[src/mfr_pkg.sv]
// Constants for the multi-lane flash read sequencer
// Function
// - Opcode 3Bh is dual-output read, 3 or 4 address bytes; 3Ch always 4.
// - Dual-output data drives two bits per clock on lines 0 and 1, falling edge.
// - Dual-output read has zero or eight dummy cycles; input ignored then.
// - Any start byte; address increments per byte, wraps to zero past the top.
// - Opcode 6Bh is quad-output read, 3 or 4 address bytes; 6Ch always 4.
// - Quad-output data drives one nibble per clock, changed on falling edge.
// - Quad-output read works only while the four-lane enable bit is one.
// - Quad-output read inserts latency-code dummy cycles; all lines don't-care.
// - Opcode BBh is dual-I/O read, 3 or 4 address bytes; BCh always 4.
// - Dual-I/O address comes two bits per rising edge on lines 0 and 1.
// - High-performance table: instruction, address, dummy, no mode cycles.
// - Enhanced table: four mode cycles between address and dummy period.
// - Continuation decided from mode upper nibble only; lower nibble ignored.
// - Mode Axh keeps continuous mode; next frame starts with address.
// - Any other mode value leaves continuous mode at next select rise.
// - A frame of eight or fewer clocks without valid instruction leaves continuous mode.
// - Dual-I/O dummy count comes from the latency code field.
// - After dual-I/O latency, two bits per clock on lines 0 and 1.
// - Each command outside continuous mode opens with an 8-bit opcode, one bit per rising edge.
// - Four-byte select set makes legacy opcodes take four address bytes.
// - Three-byte commands take high address bits from the bank register.
package mfr_pkg;
    localparam logic [7:0] OP_DUAL_OUT      = 8'h3B;
    localparam logic [7:0] OP_DUAL_OUT_W    = 8'h3C;
    localparam logic [7:0] OP_QUAD_OUT      = 8'h6B;
    localparam logic [7:0] OP_QUAD_OUT_W    = 8'h6C;
    localparam logic [7:0] OP_DUAL_IO       = 8'hBB;
    localparam logic [7:0] OP_DUAL_IO_W     = 8'hBC;
    localparam logic [3:0] MODE_CONTINUE    = 4'hA;
    localparam logic [7:0] OPCODE_BITS      = 8'h08;
    localparam logic [7:0] MODE_CYCLES      = 8'h04;
    localparam logic [7:0] SHORT_FRAME_MAX  = 8'h08;
    localparam logic [7:0] DUAL_OUT_DUMMY   = 8'h08;
    localparam logic [1:0] LATENCY_NO_DUMMY = 2'h3;
    localparam logic [7:0] BANK_RESET       = 8'h00;

    typedef enum logic [5:0] {
        MFR_OPCODE = 6'h01,
        MFR_ADDR   = 6'h02,
        MFR_MODE   = 6'h04,
        MFR_DUMMY  = 6'h08,
        MFR_DATA   = 6'h10,
        MFR_IDLE   = 6'h20
    } mfr_state_type;

    typedef enum logic [2:0] {
        MFR_CMD_DOUT = 3'h1,
        MFR_CMD_QOUT = 3'h2,
        MFR_CMD_DIO  = 3'h4
    } mfr_cmd_type;

    // Dummy cycles for the latency code; a table entry outside this block
    function automatic logic [7:0] mfr_dummy(input logic [1:0] code);
        case (code)
            2'h0:    mfr_dummy = 8'h04;
            2'h1:    mfr_dummy = 8'h04;
            2'h2:    mfr_dummy = 8'h05;
            default: mfr_dummy = 8'h00;
        endcase
    endfunction
endpackage

[src/mfr_array.sv]
// Small synchronous read memory standing in for the flash array
`timescale 1ns/100ps
`default_nettype none
module mfr_array #(
    parameter int ADDR_W = 8
) (
    input  wire logic              i_clk,
    input  wire logic              i_we,
    input  wire logic [ADDR_W-1:0] i_waddr,
    input  wire logic [7:0]        i_wdata,
    input  wire logic [ADDR_W-1:0] i_raddr,
    output logic      [7:0]        o_rdata
);
    logic [7:0] mem [0:(1<<ADDR_W)-1];

    always_ff @(posedge i_clk) begin
        if (i_we) begin
            mem[i_waddr] <= i_wdata;
        end
    end

    always_ff @(posedge i_clk) begin
        o_rdata <= mem[i_raddr];
    end
endmodule
`default_nettype wire

[src/mfr_sequencer.sv]
// Multi-lane SDR array read sequencer (dual out, quad out, dual I/O)
`timescale 1ns/100ps
`default_nettype none
module mfr_sequencer #(
    parameter int ARRAY_AW = 8
) (
    input  wire logic                i_clk,
    input  wire logic                i_reset,
    input  wire logic                i_sck,
    input  wire logic                i_cs_n,
    input  wire logic [3:0]          i_io,
    output logic      [3:0]          o_io,
    output logic      [3:0]          o_io_oe,
    input  wire logic                i_four_byte_addr_select,
    input  wire logic                i_quad_enable,
    input  wire logic [1:0]          i_latency_code,
    input  wire logic                i_enhanced_latency_table,
    input  wire logic [7:0]          i_bank_addr,
    input  wire logic                i_mem_we,
    input  wire logic [ARRAY_AW-1:0] i_mem_waddr,
    input  wire logic [7:0]          i_mem_wdata,
    output logic                     o_busy,
    output logic                     o_execute_in_place
);
    // Refused at elaboration: the array is addressed from the low bits of the counter
    if (ARRAY_AW < 1 || ARRAY_AW > 24) begin : g_aw_check
        $error("ARRAY_AW out of range");
    end

    // ----------------------------------------------------------------
    // Pin synchronisers and edge detection
    // ----------------------------------------------------------------
    logic [1:0] sck_meta;
    logic [1:0] cs_meta;
    logic [3:0] io_meta;
    logic [3:0] io_s;
    logic       sck_s;
    logic       sck_d;
    logic       cs_s;
    logic       cs_d;

    always_ff @(posedge i_clk) begin
        if (i_reset) begin
            sck_meta <= 2'h0;
            cs_meta  <= 2'h3;
            io_meta  <= 4'h0;
            io_s     <= 4'h0;
            sck_d    <= 1'b0;
            cs_d     <= 1'b1;
        end else begin
            sck_meta <= {sck_meta[0], i_sck};
            cs_meta  <= {cs_meta[0], i_cs_n};
            io_meta  <= i_io;
            io_s     <= io_meta;
            sck_d    <= sck_s;
            cs_d     <= cs_s;
        end
    end

    assign sck_s = sck_meta[1];
    assign cs_s  = cs_meta[1];

    logic rise;
    logic fall;
    logic cs_rise;
    assign rise    = !cs_s && sck_s && !sck_d;
    assign fall    = !cs_s && !sck_s && sck_d;
    assign cs_rise = cs_s && !cs_d;

    // ----------------------------------------------------------------
    // Command state
    // ----------------------------------------------------------------
    mfr_pkg::mfr_state_type state;
    mfr_pkg::mfr_cmd_type   cmd;
    logic [7:0]  bit_cnt;
    logic [7:0]  opcode;
    logic [31:0] addr;
    logic [7:0]  addr_bits;
    logic [7:0]  mode_byte;
    logic [7:0]  dummy_len;
    logic [7:0]  frame_clocks;
    logic        cont_mode;
    logic        mode_keep;
    logic        next_cont_mode;
    logic        lanes2_in;
    logic [7:0]  next_opcode;
    logic [7:0]  rdata;
    logic [7:0]  shifter;
    logic [2:0]  bits_left;
    logic        got_mode;

    assign next_opcode = {opcode[6:0], io_s[0]};
    assign lanes2_in   = (cmd == mfr_pkg::MFR_CMD_DIO);

    function automatic logic wide_op(input logic [7:0] op);
        wide_op = op == mfr_pkg::OP_DUAL_OUT_W || op == mfr_pkg::OP_QUAD_OUT_W
               || op == mfr_pkg::OP_DUAL_IO_W;
    endfunction

    // Reads whose select rises before data return still apply a mode byte already fully captured;
    // the device simply abandons them.
    always_ff @(posedge i_clk) begin
        if (i_reset || cs_rise) begin
            state   <= next_cont_mode && !i_reset
                       ? mfr_pkg::MFR_ADDR : mfr_pkg::MFR_OPCODE;
            bit_cnt <= 8'h00;
        end else if (rise) begin
            case (state)
                mfr_pkg::MFR_OPCODE: begin
                    bit_cnt <= bit_cnt + 8'h01;
                    if (bit_cnt == mfr_pkg::OPCODE_BITS - 8'h01) begin
                        bit_cnt <= 8'h00;
                        state   <= mfr_pkg::MFR_IDLE;
                        case (next_opcode)
                            mfr_pkg::OP_DUAL_OUT, mfr_pkg::OP_DUAL_OUT_W: begin
                                state <= mfr_pkg::MFR_ADDR;
                            end
                            mfr_pkg::OP_QUAD_OUT, mfr_pkg::OP_QUAD_OUT_W: begin
                                if (i_quad_enable) begin
                                    state <= mfr_pkg::MFR_ADDR;
                                end
                            end
                            mfr_pkg::OP_DUAL_IO, mfr_pkg::OP_DUAL_IO_W: begin
                                state <= mfr_pkg::MFR_ADDR;
                            end
                            default: state <= mfr_pkg::MFR_IDLE;
                        endcase
                    end
                end
                mfr_pkg::MFR_ADDR: begin
                    bit_cnt <= bit_cnt + (lanes2_in ? 8'h02 : 8'h01);
                    if (bit_cnt + (lanes2_in ? 8'h02 : 8'h01) == addr_bits) begin
                        bit_cnt <= 8'h00;
                        if (lanes2_in && i_enhanced_latency_table) begin
                            state <= mfr_pkg::MFR_MODE;
                        end else if (dummy_len == 8'h00) begin
                            state <= mfr_pkg::MFR_DATA;
                        end else begin
                            state <= mfr_pkg::MFR_DUMMY;
                        end
                    end
                end
                mfr_pkg::MFR_MODE: begin
                    bit_cnt <= bit_cnt + 8'h01;
                    if (bit_cnt == mfr_pkg::MODE_CYCLES - 8'h01) begin
                        bit_cnt <= 8'h00;
                        state <= dummy_len == 8'h00 ? mfr_pkg::MFR_DATA : mfr_pkg::MFR_DUMMY;
                    end
                end
                mfr_pkg::MFR_DUMMY: begin
                    bit_cnt <= bit_cnt + 8'h01;
                    if (bit_cnt == dummy_len - 8'h01) begin
                        bit_cnt <= 8'h00;
                        state   <= mfr_pkg::MFR_DATA;
                    end
                end
                mfr_pkg::MFR_DATA: state <= mfr_pkg::MFR_DATA;
                mfr_pkg::MFR_IDLE: state <= mfr_pkg::MFR_IDLE;
                default: state <= mfr_pkg::MFR_OPCODE;
            endcase
        end
    end

    // Opcode, command kind, address width and dummy length
    always_ff @(posedge i_clk) begin
        if (i_reset) begin
            opcode    <= 8'h00;
            cmd       <= mfr_pkg::MFR_CMD_DOUT;
            addr_bits <= 8'h18;
            dummy_len <= 8'h00;
        end else if (cs_rise && next_cont_mode) begin
            cmd       <= mfr_pkg::MFR_CMD_DIO;
        end else if (rise && state == mfr_pkg::MFR_OPCODE) begin
            opcode <= next_opcode;
            if (bit_cnt == mfr_pkg::OPCODE_BITS - 8'h01) begin
                addr_bits <= (wide_op(next_opcode) || i_four_byte_addr_select)
                             ? 8'h20 : 8'h18;
                if (next_opcode == mfr_pkg::OP_DUAL_OUT
                        || next_opcode == mfr_pkg::OP_DUAL_OUT_W) begin
                    cmd       <= mfr_pkg::MFR_CMD_DOUT;
                    dummy_len <= i_latency_code == mfr_pkg::LATENCY_NO_DUMMY
                                 ? 8'h00 : mfr_pkg::DUAL_OUT_DUMMY;
                end else if (next_opcode[6:5] == 2'h3) begin
                    cmd       <= mfr_pkg::MFR_CMD_QOUT;
                    dummy_len <= mfr_pkg::mfr_dummy(i_latency_code);
                end else begin
                    cmd       <= mfr_pkg::MFR_CMD_DIO;
                    dummy_len <= mfr_pkg::mfr_dummy(i_latency_code);
                end
            end
        end
    end

    // Address capture and byte advance
    always_ff @(posedge i_clk) begin
        if (i_reset) begin
            addr <= 32'h0;
        end else if (cs_rise) begin
            addr <= 32'h0;
        end else if (rise && state == mfr_pkg::MFR_ADDR) begin
            if (lanes2_in) begin
                addr <= {addr[29:0], io_s[1:0]};
            end else begin
                addr <= {addr[30:0], io_s[0]};
            end
            // Bank byte placed so that the remaining shifts carry it to bits 31..24
            if (addr_bits == 8'h18 && bit_cnt == 8'h00) begin
                addr <= {23'h0, i_bank_addr, io_s[0]};
                if (lanes2_in) begin
                    addr <= {22'h0, i_bank_addr, io_s[1:0]};
                end
            end
        end else if (fall && state == mfr_pkg::MFR_DATA && bits_left == 3'h0) begin
            addr <= addr + 32'h1;
        end
    end

    // Mode byte and continuous dual-I/O mode
    assign mode_keep = mode_byte[7:4] == mfr_pkg::MODE_CONTINUE;

    // Continuation as it stands after this select rise; the command state
    // must follow the same decision in the same cycle, not the old flag
    always_comb begin
        next_cont_mode = cont_mode;
        if (got_mode) begin
            next_cont_mode = mode_keep;
        end else if (cont_mode && frame_clocks <= mfr_pkg::SHORT_FRAME_MAX) begin
            next_cont_mode = 1'b0;
        end
    end

    always_ff @(posedge i_clk) begin
        if (i_reset) begin
            mode_byte    <= 8'h00;
            got_mode     <= 1'b0;
            cont_mode    <= 1'b0;
            frame_clocks <= 8'h00;
        end else begin
            if (rise && state == mfr_pkg::MFR_MODE) begin
                mode_byte <= {mode_byte[5:0], io_s[1:0]};
                got_mode  <= bit_cnt == mfr_pkg::MODE_CYCLES - 8'h01;
            end
            if (rise && frame_clocks != 8'hFF) begin
                frame_clocks <= frame_clocks + 8'h01;
            end
            if (cs_rise) begin
                frame_clocks <= 8'h00;
                got_mode     <= 1'b0;
                cont_mode    <= next_cont_mode;
            end
        end
    end

    // ----------------------------------------------------------------
    // Data return
    // ----------------------------------------------------------------
    mfr_array #(
        .ADDR_W(ARRAY_AW)
    ) mfr_array_i (
        .i_clk  (i_clk),
        .i_we   (i_mem_we),
        .i_waddr(i_mem_waddr),
        .i_wdata(i_mem_wdata),
        .i_raddr(addr[ARRAY_AW-1:0]),
        .o_rdata(rdata)
    );

    always_ff @(posedge i_clk) begin
        if (i_reset || cs_rise) begin
            o_io      <= 4'h0;
            o_io_oe   <= 4'h0;
            shifter   <= 8'h00;
            bits_left <= 3'h0;
        end else if (fall && state == mfr_pkg::MFR_DATA) begin
            if (cmd == mfr_pkg::MFR_CMD_QOUT) begin
                o_io_oe <= 4'hF;
                if (bits_left == 3'h0) begin
                    o_io      <= rdata[7:4];
                    shifter   <= {rdata[3:0], 4'h0};
                    bits_left <= 3'h1;
                end else begin
                    o_io      <= shifter[7:4];
                    bits_left <= 3'h0;
                end
            end else begin
                o_io_oe <= 4'h3;
                if (bits_left == 3'h0) begin
                    o_io      <= {2'h0, rdata[7:6]};
                    shifter   <= {rdata[5:0], 2'h0};
                    bits_left <= 3'h3;
                end else begin
                    o_io      <= {2'h0, shifter[7:6]};
                    shifter   <= {shifter[5:0], 2'h0};
                    bits_left <= bits_left - 3'h1;
                end
            end
        end
    end

    always_ff @(posedge i_clk) begin
        if (i_reset) begin
            o_busy             <= 1'b0;
            o_execute_in_place <= 1'b0;
        end else begin
            o_busy             <= !cs_s;
            o_execute_in_place <= cont_mode;
        end
    end
endmodule
`default_nettype wire

[config.mk]
export PLATFORM = sky130hd
export DESIGN_NAME = mfr_sequencer
export DESIGN_NICKNAME = d
export VERILOG_FILES = /design/src/mfr_pkg.sv /design/src/mfr_array.sv /design/src/mfr_sequencer.sv
export SDC_FILE = /design/constraint.sdc
export NUM_CORES = 2
export LEC_CHECK = 0
export ABC_CLOCK_PERIOD_IN_PS = 4380
export BUFFER_PORTS_ARGS = -buffer_cell sky130_fd_sc_hd__buf_2
export CORE_UTILIZATION = 35
export CTS_CLUSTER_SIZE = 25
export DETAILED_ROUTE_END_ITERATION = 7
export GPL_ROUTABILITY_DRIVEN = 0
export PLACE_DENSITY = 0.45
export SLEW_MARGIN = 20
export SYNTH_ARGS = -nofsm -noshare
export SYNTH_HDL_FRONTEND = slang
export SYNTH_SLANG_ARGS = --single-unit
export TNS_END_PERCENT = 1
[constraint.sdc]
create_clock -name i_clk -period 4.38 [get_ports i_clk]
set_clock_uncertainty 0.1 [all_clocks]
set_input_delay 0.657 -clock i_clk [delete_from_list [all_inputs] [get_ports i_clk]]
set_output_delay 0.657 -clock i_clk [all_outputs]
set_load 0.01 [all_outputs]
; After elaboration in Yosys (flattened, before gate mapping)
; Memory sizes are Yosys's and may differ from the RTL's. A register that Yosys moved wholly into a read port is not among the register bits.
; Index checks and enable logic that the tools add are counted.
[totals]
regBits = 121
ramBits = 2048
input_bits = 38
elab_cells = 156
memories = 1
[memory_table]
columns = memory, depth, width, rd, rd_ports_with_merged_regs, write_ports, line
row1 = mfr_array_i.mem, 256, 8, 1, 1, 1, mfr_array.sv:14  ; logic [7:0] mem [0:(1<<ADDR_W)-1];
[classes]
n_addsub = 6
n_lt_le_gt_ge = 1
n_eq_ne = 30
n_mux = 46
bitwise_logic = 1
n_reduce_logical = 47
[op_table]
columns = op, count
row1 = 32-bit 2-to-1 mux, 4
row2 = 8-bit 2-to-1 mux, 7
row3 = 6-bit 2-to-1 mux, 8
row4 = 6-bit one-hot mux with 6 select lines, 1
row5 = 32-bit by 1-bit adder with 32-bit output (second input constant), 1
row6 = 8-bit one-hot mux with 4 select lines, 1
row7 = 3-bit 2-to-1 mux, 7
row8 = 4-bit 2-to-1 mux, 5
row9 = 8-bit by 1-bit adder with 8-bit output (second input constant), 2
row10 = 8-bit by 6-bit == test with 1-bit output (second input constant), 2
row11 = 8-bit by 7-bit == test with 1-bit output (second input constant), 2
row12 = 8-bit == test, 2
row13 = 8-bit == test (second input constant), 2
row14 = 1-bit logical AND, 16
row15 = 8-bit logical NOT, 2
row16 = 6-bit one-hot mux with 2 select lines, 1
row17 = 10-bit 2-to-1 mux, 1
row18 = 5-bit 2-to-1 mux, 2
row19 = 2-bit AND reduction, 5
row20 = 8-bit by 2-bit adder with 8-bit output, 1
row21 = 8-bit by 2-bit == test with 1-bit output (second input constant), 1
row22 = 8-bit by 3-bit == test with 1-bit output (second input constant), 1
row23 = 8-bit by 5-bit == test with 1-bit output (second input constant), 1
row24 = 8-bit by 4-bit <= comparator with 1-bit output (second input constant), 1
row25 = 32 further kinds, 55

; Logic depth before layout (Yosys ltp)
[depth]
ltp_word = 8
ltp_mapped = 12
mapped_depth_nobuf = 10

; By module
; A second synthesis with hierarchy kept.
[hier_totals]
cells_unflattened = 4286
hier_area_um2 = 84155.7
[by_module_without_submodules]
columns = mod, instances, cells_each, area_per_inst_um2
row1 = mfr_array, 1, 3733, 79556.3
row2 = mfr_sequencer, 1, 553, 4599.4

; Worst setup path after synthesis
; No wires, ideal clock.
[synth_timing]
path_type = reg2reg
start = reg cmd[2]
end = reg state[0] (enable)
arrival_time_ns = 2.811
required_ns = 3.923
slack_ns = 1.112
path_stages_with_launch = 12
path_buffers = 2
cell_sequence = dfxtp_1 nor3b_1 clkbuf_1 inv_1 ha_1 nand4bb_1 and3_4 buf_6 or3_1 a211o_1 o31a_1 o21ai_1
[synth_via]
elab_chain_cells = 6
[synth_lines]
columns = item, line
row1 = "start, declared", mfr_sequencer.sv:74  ; mfr_pkg::mfr_cmd_type cmd;
row2 = "start signal, assigned", mfr_sequencer.sv:168  ; cmd <= mfr_pkg::MFR_CMD_DOUT;
row3 = "start signal, assigned", mfr_sequencer.sv:172  ; cmd <= mfr_pkg::MFR_CMD_DIO;
row4 = "start signal, assigned", mfr_sequencer.sv:180  ; cmd <= mfr_pkg::MFR_CMD_DOUT;
row5 = 3-bit == test, mfr_sequencer.sv:93  ; assign lanes2_in = (cmd == mfr_pkg::MFR_CMD_DIO);
row6 = 2-bit 2-to-1 mux, mfr_sequencer.sv:132  ; if (bit_cnt + (lanes2_in ? 8'h02 : 8'h01) == addr_bits) begin
row7 = 8-bit by 2-bit adder with 8-bit output, mfr_sequencer.sv:132
row8 = 8-bit == test, mfr_sequencer.sv:132
row9 = 3-bit by 2-bit != test with 1-bit output (no line), n/a
row10 = 5-bit AND reduction (no line), n/a
row11 = "end signal, assigned", mfr_sequencer.sv:135  ; state <= mfr_pkg::MFR_MODE;
row12 = "end signal, assigned", mfr_sequencer.sv:137  ; state <= mfr_pkg::MFR_DATA;
row13 = "end signal, assigned", mfr_sequencer.sv:139  ; state <= mfr_pkg::MFR_DUMMY;
row14 = "end, declared", mfr_sequencer.sv:73  ; mfr_pkg::mfr_state_type state;
; No other way between the ends.
; A chain may end at the register's enable or synchronous reset.

==> results.toml <==
[clock_tree]
cts_resized = 0
cts_tree = "built"
insertion_delay_ns = 0.87
numCtsBuffers = 228
ctsRootBufferMaster = "clkbuf_16"
h-tree-depth = 4
clkTransAtPathRegs_ns = 0.06
cts_sinks = 2138
clockBufferDepth = 3
ctsHoldBuffers = 7
post-cts-setup-buffers = 0

[synth]
synth_xor_area_share_pct = 0.197
netlist.area_leader.share_pct = 73.2
ys_seq_area_share_pct = 75.2
ys_top_cells_by_area = "edfxtp_1, mux4_2, mux2i_1"
muxShareOfSynthArea_pct = 14.7
synth_cell_types = 85
synth_compound_area_share_pct = 4.11
synth_top_family_by_area = "multiplexers"
syn_inst = 4335
synth_top_flop_cell = "edfxtp_1"
synth_seq_cells = 2138
netlist_area_um2 = 84300
synth_top_area_cell = "edfxtp_1"
synth_nets = 4385
synth_simple_gate_area_share_pct = 3.77
avgSynthCellArea_um2 = 19.4
synth-adder-area-share_pct = 0.178
yosysWarnings = 0
synth-edff-count = 2054
synthArstFlopShare_pct = 0

[cells_and_area]
final_net_count = 4830
syn_to_final_growth_pct = 16.7
n_fill_cell = 21200
stdcell_count = 8145
multi_input_area_um2 = 19500
seq_area_um2 = 63400
drive_above_1_share_pct = 26.2
fin_area_um2 = 98400
final_util_pct = 41.2

[global_routing]
met1_usage_pct = 30.7
grtUsageMet2_pct = 33.4
gr-usage-all-layers_pct = 21.1
grt.overflow.total = 0
busiest_layer = "met2"
grt_pass1_vias = 44500
use_met3_pct = 3.13
grt_max_degree = 129
antenna_found_initial = 17
grt_pass1_wl_um = 359000

[die]
die_w_um = 493
ios = 48
fp.dieH_um = 493
initial_core_util_pct = 35.3
coreArea_um2 = 239000
rows = 179
fp.dieArea_um2 = 243000

[timing]
finalHoldViolations = 0
max_freq_mhz = 249
rsz0062_at_grt = "no"
post-route-min-period_ns = 4.01
period_share_pct = 91.6
worstMarginPinSlew_ns = 1.17
relSlewSlack_pct = 22.0
maxSlewViolCount = 0
finalSetupViolations = 0
setup-tns-final_ns = 0

[pwr]
switching_share_pct = 20.3
intPower_mw = 33.6
seqPwrFrac_pct = 53.2
clockPowerShare_pct = 45.4
leakage_nw = 30.4
combPwrFrac_pct = 1.5
irDropWorstVdd_mv = 0.397
cellPowerDensity_nw_per_um2 = 429
p_sw_mw = 8.59

[critical_path]
critPathArrivalTime_ns = 4.68
critPathKind = "flip-flop to flip-flop"
cp-start-kind = "flip-flop"
crit_required_ns = 5.05
endpoint_kind = "flip-flop"
worst-path-max-fanout = 22

[outcome]
status = "complete, no violations"

[placement]
post-dp-hpwl_um = 163000
placed_area_um2 = 90900
placedCellCount = 7710
io_buffers = 44

[detailed_routing]
drc = 0
antenna_left = 0
viasPerCell = 5.46
drt-wirelength-per-cell_um = 31.5
totalWireLength_um = 257000
dr.pass1.iters = 5
num_vias = 44400
detail_route.iter0.violations = 4656

[worst_hold_path]
min_path_type = "input pin to flip-flop"

[job]
drv_cap = 0
## cells in the final DEF (no fill, tap or decap), types with 23 or more instances in the layout
master	synthesis	layout
nor2_1	345	343
dfxtp_1	84	77
clkinv_1	1	56
a22oi_1	83	83
nand3_1	73	64
o21ai_0	51	51
mux2i_1	205	205
inv_1	30	28
a21oi_1	90	90
clkbuf_1	129	52
edfxtp_1	2054	2054
bufinv_16	0	23
buf_12	0	39
buf_4	21	392
nor2b_1	33	30
buf_2	63	36
clkinv_2	0	36
clkbuf_16	0	233
a211oi_1	38	38
nand2_1	140	140
o22ai_1	31	31
mux4_2	455	455
a221oi_1	28	28
## synth_stat cells, types with 9 or more instances
cell type	count
nor2_1	345
edfxtp_1	2054
o22ai_1	31
nand3_1	73
nor3_1	18
o211ai_1	9
nand2_1	140
mux2_2	9
a21oi_1	90
ha_1	12
nor2b_1	33
o31ai_1	9
a221oi_1	28
clkbuf_1	129
a22o_1	10
mux2i_1	205
o21ai_0	51
a22oi_1	83
buf_2	63
a211oi_1	38
inv_1	30
mux4_2	455
and3_1	9
o21ai_1	16
nand4_1	17
dfxtp_1	84
xnor2_1	13
buf_1	17
buf_6	34
buf_4	21
o221ai_1	22
a31oi_1	18
## critical path, stage by stage, from the launching register on
cell and delay [ns]:
dfxtp_4 0.67, buf_12 0.31, and2_4 0.62, a22o_1 0.35
a211oi_1 0.13, a211oi_1 0.83, o221ai_1 0.49, buf_4 0.28
o31ai_1 0.07
## layer usage
layer | wire, um | part of all wire (%)
met5 | 15 | 0.0058
met1 | 118000 | 46
met4 | 4640 | 1.8
met2 | 121000 | 47
met3 | 13200 | 5.1
## metrics by stage
| stage | power (mW) | hold slack (ns) | worst slack, ns |
|---|---|---|---|
| 3_5_place_dp | 23.5 | 0.297 | 0.408 |
| 6_report | 42.2 | 0.110 | 0.367 |
| 2_1_floorplan | 23.0 | 0.289 | 1.11 |
| 4_1_cts | 42.6 | 0.0254 | 0.396 |
| 5_1_grt | 43.4 | 0.0662 | 0.405 |
| 3_3_place_gp | 23.5 | 0.302 | 0.413 |
## area by class of cell
class	instances	share of cell area [%]
clock buffers	290	6.18
flip-flops and latches	2138	64.4
well taps	3167	4.03
diodes	5	0.0127
multi-input cells	1899	19.8
inverters	31	0.122
clock inverters	133	1.29
repair buffers	482	4.16
## power groups by stage
stage          combinational, mW  clock, mW  sequential, mW
2_1_floorplan              0.116          0            22.9
3_3_place_gp               0.620          0            22.9
3_5_place_dp               0.637          0            22.9
4_1_cts                    0.640       19.6            22.5
5_1_grt                    0.669       20.3            22.4
6_report                   0.623       19.2            22.5
## kinds of logic (layout without fill, tap and decap cells)
logic type / Yosys count / count (layout)
other cells: 0 / 5
buf+inv: 298 / 936
mux: 669 / 669
xor+xnor: 19 / 19
fa+ha+maj: 12 / 12
flops: 2138 / 2138
simple gates: 705 / 705
compound gates: 494 / 494
## flip-flops by register name (all words and copies together) (netlist names), 3 cells and up
name	count
addr	8
bit_cnt	8
bits_left	3
cmd	3
dummy_len	3
frame_clocks	8
mfr_array_i.mem	2048
mfr_array_i.o_rdata	8
mode_byte	8
o_io	4
opcode	7
shifter	6
state	6
## worst paths after layout
| check | slack [ns] | start | to | cells after the start |
|---|---|---|---|---|
| setup / recovery | 0.37 | addr[3] | mfr_array_i.o_rdata[2] | 8 |
| hold / removal | 0.11 | i_enhanced_latency_table | state[2] | 3 |
| setup reg to reg | 0.37 | addr[3] | mfr_array_i.o_rdata[2] | 8 |
| hold reg to reg | 0.31 | cs_meta[0] | cs_meta[1] | 1 |
Power figures use the tool's default switching activity.
